===== src/common/spi_msg_pkg.sv =====
package spi_msg_pkg;

    // Direction codes that open every command word.
    localparam logic [1:0] DIR_HOST = 2'h2;
    localparam logic [1:0] DIR_NODE = 2'h1;

    // Length field of every command word: two bytes.
    localparam logic [1:0] LEN_CODE = 2'h2;

    // Field positions inside the first command byte.
    localparam int CMD_DIR_LSB = 6;
    localparam int CMD_LEN_LSB = 4;
    localparam int CMD_OP_LSB = 0;

    // Opcodes of the four exchange pairs.
    localparam logic [3:0] OP_HOST_SIZE = 4'h9;
    localparam logic [3:0] OP_HOST_HDR = 4'hA;
    localparam logic [3:0] OP_NODE_SIZE = 4'hB;
    localparam logic [3:0] OP_NODE_HDR = 4'hC;

    // Constant second byte of every header word.
    localparam logic [7:0] HDR_CONST = 8'h01;

    // Default receive queue space reported to the host.
    localparam logic [7:0] RX_SPACE_DEF = 8'hFF;

    // Message type codes and lengths.
    localparam logic [15:0] TYPE_LINK_OPEN = 16'h4032;
    localparam logic [15:0] TYPE_ACK = 16'h0030;
    localparam logic [7:0] LINK_OPEN_LEN = 8'h0C;
    localparam logic [7:0] ACK_LEN = 8'h08;

    // Trailer as a little-endian word: bytes F0, F0, A5, A5 on the wire.
    localparam logic [31:0] TRAILER = 32'hA5A5F0F0;

    // Flag value that allows unsolicited node messages.
    localparam logic [31:0] FLAG_TRUE = 32'h00000001;

    // Which exchange the node expects in the next frame.
    typedef enum logic [1:0] {
        PH_HOST_SIZE,
        PH_HOST_HDR,
        PH_NODE_SIZE,
        PH_NODE_HDR
    } phase_e;

endpackage : spi_msg_pkg


===== src/spi_bit_engine.sv =====
`timescale 1ns/100ps

module spi_bit_engine (
    input wire logic i_sys_clk,
    input wire logic i_rst,
    input wire logic i_sclk,
    input wire logic i_cs_n,
    input wire logic i_mosi,
    input wire logic [7:0] i_tx_byte,
    output logic o_miso,
    output logic o_miso_oe,
    output logic [7:0] o_rx_byte,
    output logic o_rx_valid,
    output logic o_frame_start,
    output logic o_frame_end
);
    import spi_msg_pkg::*;

    logic sclk_s1_q, sclk_s2_q, sclk_s3_q;
    logic cs_s1_q, cs_s2_q, cs_s3_q;
    logic mosi_s1_q, mosi_s2_q;
    logic [7:0] rx_sh_q;
    logic [7:0] tx_sh_q;
    logic [2:0] bit_q;
    logic sclk_rise, sclk_fall, cs_fall, cs_rise, active;

    // Two flip-flops per pin; a third stage on clock and select finds edges.
    always_ff @(posedge i_sys_clk) begin
        if (i_rst) begin
            sclk_s1_q <= 1'b0;
            sclk_s2_q <= 1'b0;
            sclk_s3_q <= 1'b0;
            cs_s1_q <= 1'b1;
            cs_s2_q <= 1'b1;
            cs_s3_q <= 1'b1;
            mosi_s1_q <= 1'b0;
            mosi_s2_q <= 1'b0;
        end else begin
            sclk_s1_q <= i_sclk;
            sclk_s2_q <= sclk_s1_q;
            sclk_s3_q <= sclk_s2_q;
            cs_s1_q <= i_cs_n;
            cs_s2_q <= cs_s1_q;
            cs_s3_q <= cs_s2_q;
            mosi_s1_q <= i_mosi;
            mosi_s2_q <= mosi_s1_q;
        end
    end

    // Mode 0: clock idles low, so a rise is the capture edge.
    assign active = ~cs_s2_q;
    assign sclk_rise = active & sclk_s2_q & ~sclk_s3_q;
    assign sclk_fall = active & ~sclk_s2_q & sclk_s3_q;
    assign cs_fall = ~cs_s2_q & cs_s3_q;
    assign cs_rise = cs_s2_q & ~cs_s3_q;

    // Receive side samples on the rising edge, most significant bit first.
    always_ff @(posedge i_sys_clk) begin
        if (i_rst) begin
            rx_sh_q <= 8'h00;
            bit_q <= 3'h0;
            o_rx_byte <= 8'h00;
            o_rx_valid <= 1'b0;
        end else begin
            o_rx_valid <= 1'b0;
            if (cs_fall) begin
                bit_q <= 3'h0;
            end else if (sclk_rise) begin
                rx_sh_q <= {rx_sh_q[6:0], mosi_s2_q};
                bit_q <= bit_q + 3'h1;
                if (bit_q == 3'h7) begin
                    o_rx_byte <= {rx_sh_q[6:0], mosi_s2_q};
                    o_rx_valid <= 1'b1;
                end
            end
        end
    end

    // Transmit side changes on the falling edge; a new byte loads on the
    // fall after the eighth bit, so the caller has half a bit to supply it.
    always_ff @(posedge i_sys_clk) begin
        if (i_rst) begin
            tx_sh_q <= 8'h00;
            o_miso <= 1'b0;
        end else if (cs_fall || (sclk_fall && bit_q == 3'h0)) begin
            tx_sh_q <= {i_tx_byte[6:0], 1'b0};
            o_miso <= i_tx_byte[7];
        end else if (sclk_fall) begin
            tx_sh_q <= {tx_sh_q[6:0], 1'b0};
            o_miso <= tx_sh_q[7];
        end
    end

    // The data line is driven only while the node is selected.
    always_ff @(posedge i_sys_clk) begin
        if (i_rst) begin
            o_miso_oe <= 1'b0;
            o_frame_start <= 1'b0;
            o_frame_end <= 1'b0;
        end else begin
            o_miso_oe <= active;
            o_frame_start <= cs_fall;
            o_frame_end <= cs_rise;
        end
    end

endmodule : spi_bit_engine


===== src/spi_message_framing.sv =====
`timescale 1ns/100ps

// Operation
// - Link runs SPI mode 0, clock idles low.
// - Sample on rising edge, change on falling.
// - Every message opens with a size exchange.
// - Direction code 10 from host, 01 from node.
// - Length field after direction holds binary 10.
// - Size opcodes: 1001 host, 1011 node.
// - Header opcodes: 1010 host, 1100 node.
// - Size acknowledge reports free receive queue space.
// - Size request carries payload byte count.
// - Size exchange is followed by matching header exchange.
// - Header words carry constant byte one.
// - Host payload follows host header; node sends filler.
// - Multi-byte payload fields go least byte first.
// - Payload ends with fixed 32-bit trailer.
// - Payload opens with total length, then type.
// - Link-open type code is 0x4032.
// - Link-open flag one allows unsolicited node messages.
// - Node answers link-open with its own acknowledgement.
// - Node payload follows its header acknowledge word.
// - Host raises wake, waits for node ready.

module spi_message_framing #(
    parameter logic [7:0] RX_SPACE = spi_msg_pkg::RX_SPACE_DEF
) (
    input wire logic i_sys_clk,
    input wire logic i_rst,
    input wire logic i_sclk,
    input wire logic i_cs_n,
    input wire logic i_mosi,
    output logic o_miso,
    output logic o_miso_oe,
    input wire logic i_host_wake_request,
    output logic o_node_ready_line,
    output logic o_node_attention_request,
    output logic [7:0] o_payload_byte,
    output logic o_payload_valid,
    output logic o_frame_ok,
    output logic o_frame_err,
    output logic [15:0] o_msg_type,
    output logic [7:0] o_host_size,
    output logic o_link_open,
    output logic o_unsolicited_en,
    output logic o_ack_sent
);
    import spi_msg_pkg::*;

    // A zero space would stall every host message forever.
    if (RX_SPACE == 8'h00) begin : g_bad_space
        $error("RX_SPACE must be nonzero");
    end

    logic [7:0] rx_byte;
    logic rx_valid_raw, start_raw, end_raw;
    logic rx_valid, frame_start, frame_end;
    logic wake_s1_q, wake_s2_q;
    phase_e phase_q;
    logic [7:0] idx_q;
    logic [7:0] value_q;
    logic cmd_ok_q;
    logic [7:0] pay_cnt_q;
    logic [15:0] len_q;
    logic [15:0] type_q;
    logic [31:0] flag_q;
    logic [31:0] tail_q;
    logic [7:0] tx_byte_q;
    logic pending_q;
    logic [7:0] pidx;
    logic hdr_frame_ok;

    // First command byte: direction, length code, opcode.
    function automatic logic [7:0] cmd_byte(input logic [1:0] dir,
                                            input logic [3:0] op);
        logic [7:0] b;
        b = 8'h00;
        b[CMD_DIR_LSB +: 2] = dir;
        b[CMD_LEN_LSB +: 2] = LEN_CODE;
        b[CMD_OP_LSB +: 4] = op;
        return b;
    endfunction : cmd_byte

    // Opcode that belongs to each exchange; both ends use the same one.
    function automatic logic [3:0] phase_op(input phase_e ph);
        logic [3:0] op;
        op = OP_HOST_SIZE;
        unique case (ph)
            PH_HOST_SIZE: op = OP_HOST_SIZE;
            PH_HOST_HDR: op = OP_HOST_HDR;
            PH_NODE_SIZE: op = OP_NODE_SIZE;
            PH_NODE_HDR: op = OP_NODE_HDR;
        endcase
        return op;
    endfunction : phase_op

    // Acknowledgement payload, laid out least significant byte first.
    function automatic logic [7:0] ack_byte(input logic [7:0] p);
        logic [7:0] b;
        b = 8'h00;
        case (p)
            8'h00: b = ACK_LEN;
            8'h01: b = 8'h00;
            8'h02: b = TYPE_ACK[7:0];
            8'h03: b = TYPE_ACK[15:8];
            8'h04: b = TRAILER[7:0];
            8'h05: b = TRAILER[15:8];
            8'h06: b = TRAILER[23:16];
            8'h07: b = TRAILER[31:24];
            default: b = 8'h00;
        endcase
        return b;
    endfunction : ack_byte

    // Byte that the node shifts out at a given position of a frame.
    function automatic logic [7:0] tx_pick(input phase_e ph,
                                           input logic [7:0] i);
        logic [7:0] b;
        b = 8'h00;
        if (i == 8'h00) begin
            b = cmd_byte(DIR_NODE, phase_op(ph));
        end else if (i == 8'h01) begin
            unique case (ph)
                PH_HOST_SIZE: b = RX_SPACE;
                PH_NODE_SIZE: b = ACK_LEN;
                PH_HOST_HDR: b = HDR_CONST;
                PH_NODE_HDR: b = HDR_CONST;
            endcase
        end else if (ph == PH_NODE_HDR) begin
            b = ack_byte(i - 8'h02);
        end else begin
            b = 8'h00;
        end
        return b;
    endfunction : tx_pick

    spi_bit_engine u_engine (
        .i_sys_clk(i_sys_clk),
        .i_rst(i_rst),
        .i_sclk(i_sclk),
        .i_cs_n(i_cs_n),
        .i_mosi(i_mosi),
        .i_tx_byte(tx_byte_q),
        .o_miso(o_miso),
        .o_miso_oe(o_miso_oe),
        .o_rx_byte(rx_byte),
        .o_rx_valid(rx_valid_raw),
        .o_frame_start(start_raw),
        .o_frame_end(end_raw)
    );

    // The wake line comes from the host, so it is synchronised first.
    always_ff @(posedge i_sys_clk) begin
        if (i_rst) begin
            wake_s1_q <= 1'b0;
            wake_s2_q <= 1'b0;
            o_node_ready_line <= 1'b0;
        end else begin
            wake_s1_q <= i_host_wake_request;
            wake_s2_q <= wake_s1_q;
            o_node_ready_line <= wake_s2_q;
        end
    end

    // Bus activity while the host is not awake is noise from an
    // undriven bus, so it never reaches the framing logic.
    assign rx_valid = rx_valid_raw & o_node_ready_line;
    assign frame_start = start_raw & o_node_ready_line;
    assign frame_end = end_raw & o_node_ready_line;
    assign pidx = idx_q - 8'h02;

    // A host header frame is good when its words match, the byte count
    // agrees with the length field and the last four bytes are the trailer.
    assign hdr_frame_ok = cmd_ok_q && idx_q >= 8'h02
        && len_q == {8'h00, pay_cnt_q}
        && tail_q == TRAILER;

    // Byte position within the current frame.
    always_ff @(posedge i_sys_clk) begin
        if (i_rst) begin
            idx_q <= 8'h00;
        end else if (frame_start) begin
            idx_q <= 8'h00;
        end else if (rx_valid && idx_q != 8'hFF) begin
            idx_q <= idx_q + 8'h01;
        end
    end

    // Check the host's command word against the expected exchange.
    always_ff @(posedge i_sys_clk) begin
        if (i_rst) begin
            cmd_ok_q <= 1'b0;
            value_q <= 8'h00;
        end else if (frame_start) begin
            cmd_ok_q <= 1'b0;
        end else if (rx_valid && idx_q == 8'h00) begin
            cmd_ok_q <= rx_byte == cmd_byte(DIR_HOST, phase_op(phase_q));
        end else if (rx_valid && idx_q == 8'h01) begin
            value_q <= rx_byte;
            if (phase_q == PH_HOST_HDR || phase_q == PH_NODE_HDR) begin
                cmd_ok_q <= cmd_ok_q && rx_byte == HDR_CONST;
            end
        end
    end

    // Gather the host payload: length, type and flag little-endian,
    // plus a sliding window of the last four bytes for the trailer.
    always_ff @(posedge i_sys_clk) begin
        if (i_rst) begin
            pay_cnt_q <= 8'h00;
            len_q <= 16'h0000;
            type_q <= 16'h0000;
            flag_q <= 32'h00000000;
            tail_q <= 32'h00000000;
        end else if (frame_start) begin
            pay_cnt_q <= 8'h00;
            len_q <= 16'h0000;
            type_q <= 16'h0000;
            flag_q <= 32'h00000000;
            tail_q <= 32'h00000000;
        end else if (rx_valid && idx_q >= 8'h02
                     && phase_q == PH_HOST_HDR) begin
            if (pay_cnt_q != 8'hFF) begin
                pay_cnt_q <= pay_cnt_q + 8'h01;
            end
            tail_q <= {rx_byte, tail_q[31:8]};
            case (pidx)
                8'h00: len_q[7:0] <= rx_byte;
                8'h01: len_q[15:8] <= rx_byte;
                8'h02: type_q[7:0] <= rx_byte;
                8'h03: type_q[15:8] <= rx_byte;
                8'h04: flag_q[7:0] <= rx_byte;
                8'h05: flag_q[15:8] <= rx_byte;
                8'h06: flag_q[23:16] <= rx_byte;
                8'h07: flag_q[31:24] <= rx_byte;
                default: ;
            endcase
        end
    end

    // Received payload bytes leave as a stream, filler from other frames
    // is not passed on.
    always_ff @(posedge i_sys_clk) begin
        if (i_rst) begin
            o_payload_byte <= 8'h00;
            o_payload_valid <= 1'b0;
        end else begin
            o_payload_valid <= rx_valid && idx_q >= 8'h02
                && phase_q == PH_HOST_HDR;
            if (rx_valid) begin
                o_payload_byte <= rx_byte;
            end
        end
    end

    // Exchange sequencing, advanced once per frame at deselect.
    always_ff @(posedge i_sys_clk) begin
        if (i_rst) begin
            phase_q <= PH_HOST_SIZE;
        end else if (frame_end) begin
            unique case (phase_q)
                PH_HOST_SIZE: begin
                    if (cmd_ok_q && idx_q >= 8'h02) begin
                        phase_q <= PH_HOST_HDR;
                    end
                end
                PH_HOST_HDR: begin
                    if (hdr_frame_ok && type_q == TYPE_LINK_OPEN) begin
                        phase_q <= PH_NODE_SIZE;
                    end else if (pending_q) begin
                        phase_q <= PH_NODE_SIZE;
                    end else begin
                        phase_q <= PH_HOST_SIZE;
                    end
                end
                PH_NODE_SIZE: begin
                    // A host with too little space is simply asked again
                    // on its next frame, after its own turn-around wait.
                    if (cmd_ok_q && idx_q >= 8'h02 && value_q >= ACK_LEN)
                    begin
                        phase_q <= PH_NODE_HDR;
                    end
                end
                PH_NODE_HDR: begin
                    if (cmd_ok_q && idx_q >= 8'h02) begin
                        phase_q <= PH_HOST_SIZE;
                    end else begin
                        phase_q <= PH_NODE_SIZE;
                    end
                end
            endcase
        end
    end

    // Next byte to send: the first byte of the next exchange at deselect,
    // otherwise the byte after the one just received.
    always_ff @(posedge i_sys_clk) begin
        if (i_rst) begin
            tx_byte_q <= tx_pick(PH_HOST_SIZE, 8'h00);
        end else if (frame_end) begin
            unique case (phase_q)
                PH_HOST_SIZE: tx_byte_q <= (cmd_ok_q && idx_q >= 8'h02)
                    ? tx_pick(PH_HOST_HDR, 8'h00)
                    : tx_pick(PH_HOST_SIZE, 8'h00);
                PH_HOST_HDR: tx_byte_q <= ((hdr_frame_ok
                    && type_q == TYPE_LINK_OPEN) || pending_q)
                    ? tx_pick(PH_NODE_SIZE, 8'h00)
                    : tx_pick(PH_HOST_SIZE, 8'h00);
                PH_NODE_SIZE: tx_byte_q <= (cmd_ok_q && idx_q >= 8'h02
                    && value_q >= ACK_LEN)
                    ? tx_pick(PH_NODE_HDR, 8'h00)
                    : tx_pick(PH_NODE_SIZE, 8'h00);
                PH_NODE_HDR: tx_byte_q <= (cmd_ok_q && idx_q >= 8'h02)
                    ? tx_pick(PH_HOST_SIZE, 8'h00)
                    : tx_pick(PH_NODE_SIZE, 8'h00);
            endcase
        end else if (frame_start) begin
            tx_byte_q <= tx_pick(phase_q, 8'h01);
        end else if (rx_valid && idx_q != 8'hFF) begin
            tx_byte_q <= tx_pick(phase_q, idx_q + 8'h01);
        end
    end

    // Link-open handling and the pending acknowledgement. A new link-open
    // that lands as the acknowledgement completes keeps it pending.
    always_ff @(posedge i_sys_clk) begin
        if (i_rst) begin
            pending_q <= 1'b0;
            o_unsolicited_en <= 1'b0;
            o_link_open <= 1'b0;
            o_ack_sent <= 1'b0;
        end else begin
            o_link_open <= 1'b0;
            o_ack_sent <= 1'b0;
            if (frame_end && phase_q == PH_HOST_HDR && hdr_frame_ok
                && type_q == TYPE_LINK_OPEN) begin
                pending_q <= 1'b1;
                o_link_open <= 1'b1;
                o_unsolicited_en <= flag_q == FLAG_TRUE;
            end else if (frame_end && phase_q == PH_NODE_HDR
                         && cmd_ok_q && idx_q >= 8'h02) begin
                pending_q <= 1'b0;
                o_ack_sent <= 1'b1;
            end
        end
    end

    // The node asks for the bus while its acknowledgement waits.
    always_ff @(posedge i_sys_clk) begin
        if (i_rst) begin
            o_node_attention_request <= 1'b0;
        end else begin
            o_node_attention_request <= pending_q;
        end
    end

    // Frame verdicts and the values the host announced.
    always_ff @(posedge i_sys_clk) begin
        if (i_rst) begin
            o_frame_ok <= 1'b0;
            o_frame_err <= 1'b0;
            o_msg_type <= 16'h0000;
            o_host_size <= 8'h00;
        end else begin
            o_frame_ok <= 1'b0;
            o_frame_err <= 1'b0;
            if (frame_end) begin
                if (phase_q == PH_HOST_HDR) begin
                    o_frame_ok <= hdr_frame_ok;
                    o_frame_err <= ~hdr_frame_ok;
                    o_msg_type <= type_q;
                end else begin
                    o_frame_ok <= cmd_ok_q && idx_q >= 8'h02;
                    o_frame_err <= ~(cmd_ok_q && idx_q >= 8'h02);
                end
                if (phase_q == PH_HOST_SIZE && cmd_ok_q) begin
                    o_host_size <= value_q;
                end
            end
        end
    end

endmodule : spi_message_framing


===== config.mk =====
export PLATFORM = sky130hd
export DESIGN_NAME = spi_message_framing
export DESIGN_NICKNAME = d
export VERILOG_FILES = /design/src/common/spi_msg_pkg.sv /design/src/spi_bit_engine.sv /design/src/spi_message_framing.sv
export SDC_FILE = /design/constraint.sdc
export NUM_CORES = 1
export LEC_CHECK = 0
export BUFFER_PORTS_ARGS = -buffer_cell sky130_fd_sc_hd__clkbuf_2
export CAP_MARGIN = 20
export CORE_MARGIN = 4
export CORE_UTILIZATION = 61
export CTS_CLUSTER_SIZE = 14
export DETAILED_ROUTE_END_ITERATION = 7
export GPL_TIMING_DRIVEN = 0
export HOLD_SLACK_MARGIN = 0.06
export PLACE_DENSITY = 0.8
export SETUP_SLACK_MARGIN = 0.4
export SLEW_MARGIN = 20
export SYNTH_ARGS = -nofsm -noshare
export SYNTH_HDL_FRONTEND = slang
export SYNTH_HIERARCHICAL = 1
export SYNTH_SLANG_ARGS = --single-unit

===== constraint.sdc =====
create_clock -name i_sys_clk -period 3.04 [get_ports i_sys_clk]
set_clock_uncertainty 0.2 [all_clocks]
set_input_delay 0.304 -clock i_sys_clk [delete_from_list [all_inputs] [get_ports i_sys_clk]]
set_output_delay 0.304 -clock i_sys_clk [all_outputs]
set_load 0.1 [all_outputs]

==> results.yml <==
run_status:
  status: "finished clean"
worst_setup_path:
  startpoint_type: "flop"
  crit_chain: "clkbuf_2 > or4_4 > o31ai_4 > buf_4 > nor2_2 > a31oi_1 > o221ai_1 > a211o_1"
  cp.arrival_ns: 2.79
  worstReg2RegEnd: "tx_byte_q[1]$_SDFFE_PP0P_"
  slowest_stage: "or4_4"
  rr_startpoint: "idx_q[1]$_SDFFE_PP0P_"
  r2r_slack_ns: 0.43
  worstSetupEndpointType: "flop"
  worstSetupEndpoint: "tx_byte_q[1]$_SDFFE_PP0P_"
  path_class: "reg -> reg"
  slowest_delay_ns: 0.58
  crit_fanout: 7
  crit_start: "idx_q[1]$_SDFFE_PP0P_"
  required_ns: 3.22
  r2r_cells: 8
synth:
  synth_top_family_by_area: "simple AND/OR/NAND/NOR gates"
  seq_area_frac_synth_pct: 47.3
  yosysTopAreaCell: "dfxtp_1"
  syn_area_sq_um: 8970
  ys_top_cells_by_area: "dfxtp_1 (47%), nand2_1 (9.1%), a21oi_1 (7.4%), mux2i_1 (5.9%), nor2_1 (3.7%)"
  syn_nets: 1084
  avgSynthCellArea_sq_um: 8.48
  yosys.area.top_type_share_pct: 47.3
  synthCells: 1058
  synthXorXnorAreaFrac_pct: 2.25
  ys_ff_latch: 212
  synthSimpleGateAreaFrac_pct: 24.1
  synth_fa_ha_area_share_pct: 2.79
  ys_types: 69
  ys_warn_count: 6
  synth-edff-count: 0
  synth.area.mux_share_pct: 5.92
  synthFlopType: "dfxtp_1"
  async_reset_ff_share_pct: 0
  synth_compound_area_share_pct: 13.6
job:
  drv_cap: 0
detailed_routing:
  via_per_inst: 5.80
  route.top_layer_used: "met4"
  drc: 0
  met3_length_um: 1720
  wl_met1_um: 9830
  drt_wl_total_um: 22400
  dr.first_iter.drc_count: 622
  wl_met2_um: 10300
  wire_per_inst_um: 16.7
  drt-pass1-iter-count: 5
  final_antenna_net_count: 0
  vias: 7765
floorplan:
  io_pins: 48
  fp-row-count: 44
  initial_core_util_pct: 61.9
  die_h_um: 129
  die-area_sq_um: 16700
  die-width_um: 129
  design.core.area_sq_um: 14500
cts:
  cts_tree: "yes"
  cts-root-buf: "clkbuf_16"
  numCtsBuffers: 22
  clock-sinks: 212
  clk_latency_ns: 0.50
  path_clk_slew_ns: 0.06
  ctsHtreeMaxLevel: 1
  cts_buffer_depth: 3
placement:
  place_congestion: 0.950
  placed_cells: 1289
  place_area_sq_um: 9440
  portBuffers: 47
  hpwl_um: 15300
global_route:
  grt-ovfl-total: 0
  first_global_vias: 7098
  antenna_found_initial: 0
  grt_first_pass_wirelength_um: 36000
  grt_usage_pct: 26.4
  grt_max_degree: 14
final_layout:
  area_growth_pct: 15.5
  finalInstanceArea_sq_um: 10400
  final_cells: 1338
  antenna_cells: 0
  fin_nets: 1169
  final_layout_size_suffix_gt1_share_pct: 12.2
timing:
  hold_viol: 0
  period_needed_ns: 2.61
  period_share_pct: 85.8
  tns_ns: 0
  rsz0062_at_grt: "true"
  drv_slew: 0
  clock.fmax_mhz: 383
  tightest_slew_ns: 0.855
  maxSlewHeadroom_pct: 43.0
  setup_viol: 0
power:
  power_density_nw_per_um2: 540
  irDropWorstVdd_mv: 0.564
  p_leak_nw: 3.78
min_path:
  hp-start: "u_engine/cs_s1_q$_SDFF_PP1_"
  hold_class: "reg -> reg"
## power by group
group | total, mW | switching, mW | internal, mW
clock | 2.69 | 1.05 | 1.63
combinational | 0.108 | 0.0796 | 0.0285
sequential | 2.80 | 0.00809 | 2.79
## repair_timing
action / CTS / global route
hold buffers: 6 / 0
pin swaps: 0 / 4
setup endpoints to repair: 19 / 78
resized for setup: 4 / 27
buffers inserted: 0 / 8
endpoints found under the hold margin: 5 / 0
## cell usage in the layout, fill, tap and decap left out, drive strengths merged, types with 9 or more instances in the layout
cell type	count
a211oi	11
a21oi	134
and2	9
buf	20
clkbuf	133
dfxtp	212
ha	20
inv	18
mux2i	53
nand2	218
nand3	49
nand4	13
nor2	89
nor2b	9
nor3	18
nor4	12
nor4b	10
o21ai	17
xnor2	11
xor2	12
## state kept, by name, summed over array words and instances (netlist names), 2 cells and up
register            flops
phase_q                 2
idx_q                   8
o_host_size             8
type_q                 16
o_payload_byte          8
flag_q                 32
tail_q                 32
u_engine/tx_sh_q        7
u_engine/bit_q          3
pay_cnt_q               8
value_q                 8
len_q                  16
o_msg_type             16
tx_byte_q               8
u_engine/o_rx_byte      8
u_engine/rx_sh_q        7
## kinds of logic after synthesis
logic type | count (synthesis)
and+or+nand+nor | 464
DFF | 212
AOI/OAI and AO/OA | 200
buffers and inverters | 86
muxes | 53
xor gates and xnor gates | 23
adders and majority gates | 20
## how the worst min path moves through the flow
stage / end / slack (ns) / cells after the start
2_1_floorplan: u_engine/mosi_s1_q$_SDFF_PP0_ / 0.18 / 1
3_3_place_gp: u_engine/cs_s2_q$_SDFF_PP1_ / 0.19 / 1
3_5_place_dp: u_engine/cs_s2_q$_SDFF_PP1_ / 0.21 / 1
4_1_cts: u_engine/cs_s2_q$_SDFF_PP1_ / 0.22 / 1
5_1_grt: u_engine/cs_s2_q$_SDFF_PP1_ / 0.24 / 1
6_report: u_engine/cs_s2_q$_SDFF_PP1_ / 0.21 / 1
## cell usage after synthesis (all sizes together), types with 10 or more instances
cell type / n
ha: 20
clkbuf: 53
nor4b: 10
inv: 19
a211oi: 11
mux2i: 53
nand2: 218
xnor2: 11
nor4: 12
nand3: 49
o21ai: 17
dfxtp: 212
a21oi: 134
buf: 14
nand4: 13
xor2: 12
nor2: 89
nor3: 18
## metal layers
metal  track usage, %  up-vias
met5                0        -
met4             8.03        0
met3             3.63       52
met2             42.5      299
met1             37.2     3613
li1                 -     3801
## critical path: cells and delay by family, from the launching register on
kind	cells	cell delay (ns)
buf+inv	2	0.36
simple gates	2	0.63
flops	1	0.37
compound gates	4	0.93
## layout make-up
| cell class | count | area [sq um] |
|---|---|---|
| Tap cell | 184 | 230 |
| Inverter | 19 | 75.1 |
| Buffer | 67 | 303 |
| Multi-Input combinational cell | 760 | 4420 |
| Fill cell | 1115 | 4120 |
| Sequential cell | 212 | 4250 |
| Clock inverter | 4 | 70.1 |
| Clock buffer | 31 | 646 |
| Timing Repair Buffer | 61 | 353 |
## per-stage QoR
step | worst slack, ns | util, % | power (mW) | hold WS, ns
6_report | 0.432 | 71.5 | 5.59 | 0.214
3_5_place_dp | 0.213 | 65.2 | 2.96 | 0.206
5_1_grt | 0.365 | 71.5 | 5.75 | 0.245
2_1_floorplan | 0.587 | - | 2.93 | 0.176
3_3_place_gp | 0.280 | 65.2 | 2.96 | 0.193
4_1_cts | 0.366 | 70.6 | 5.62 | 0.219
No activity file was read; power rests on OpenSTA's default activity.
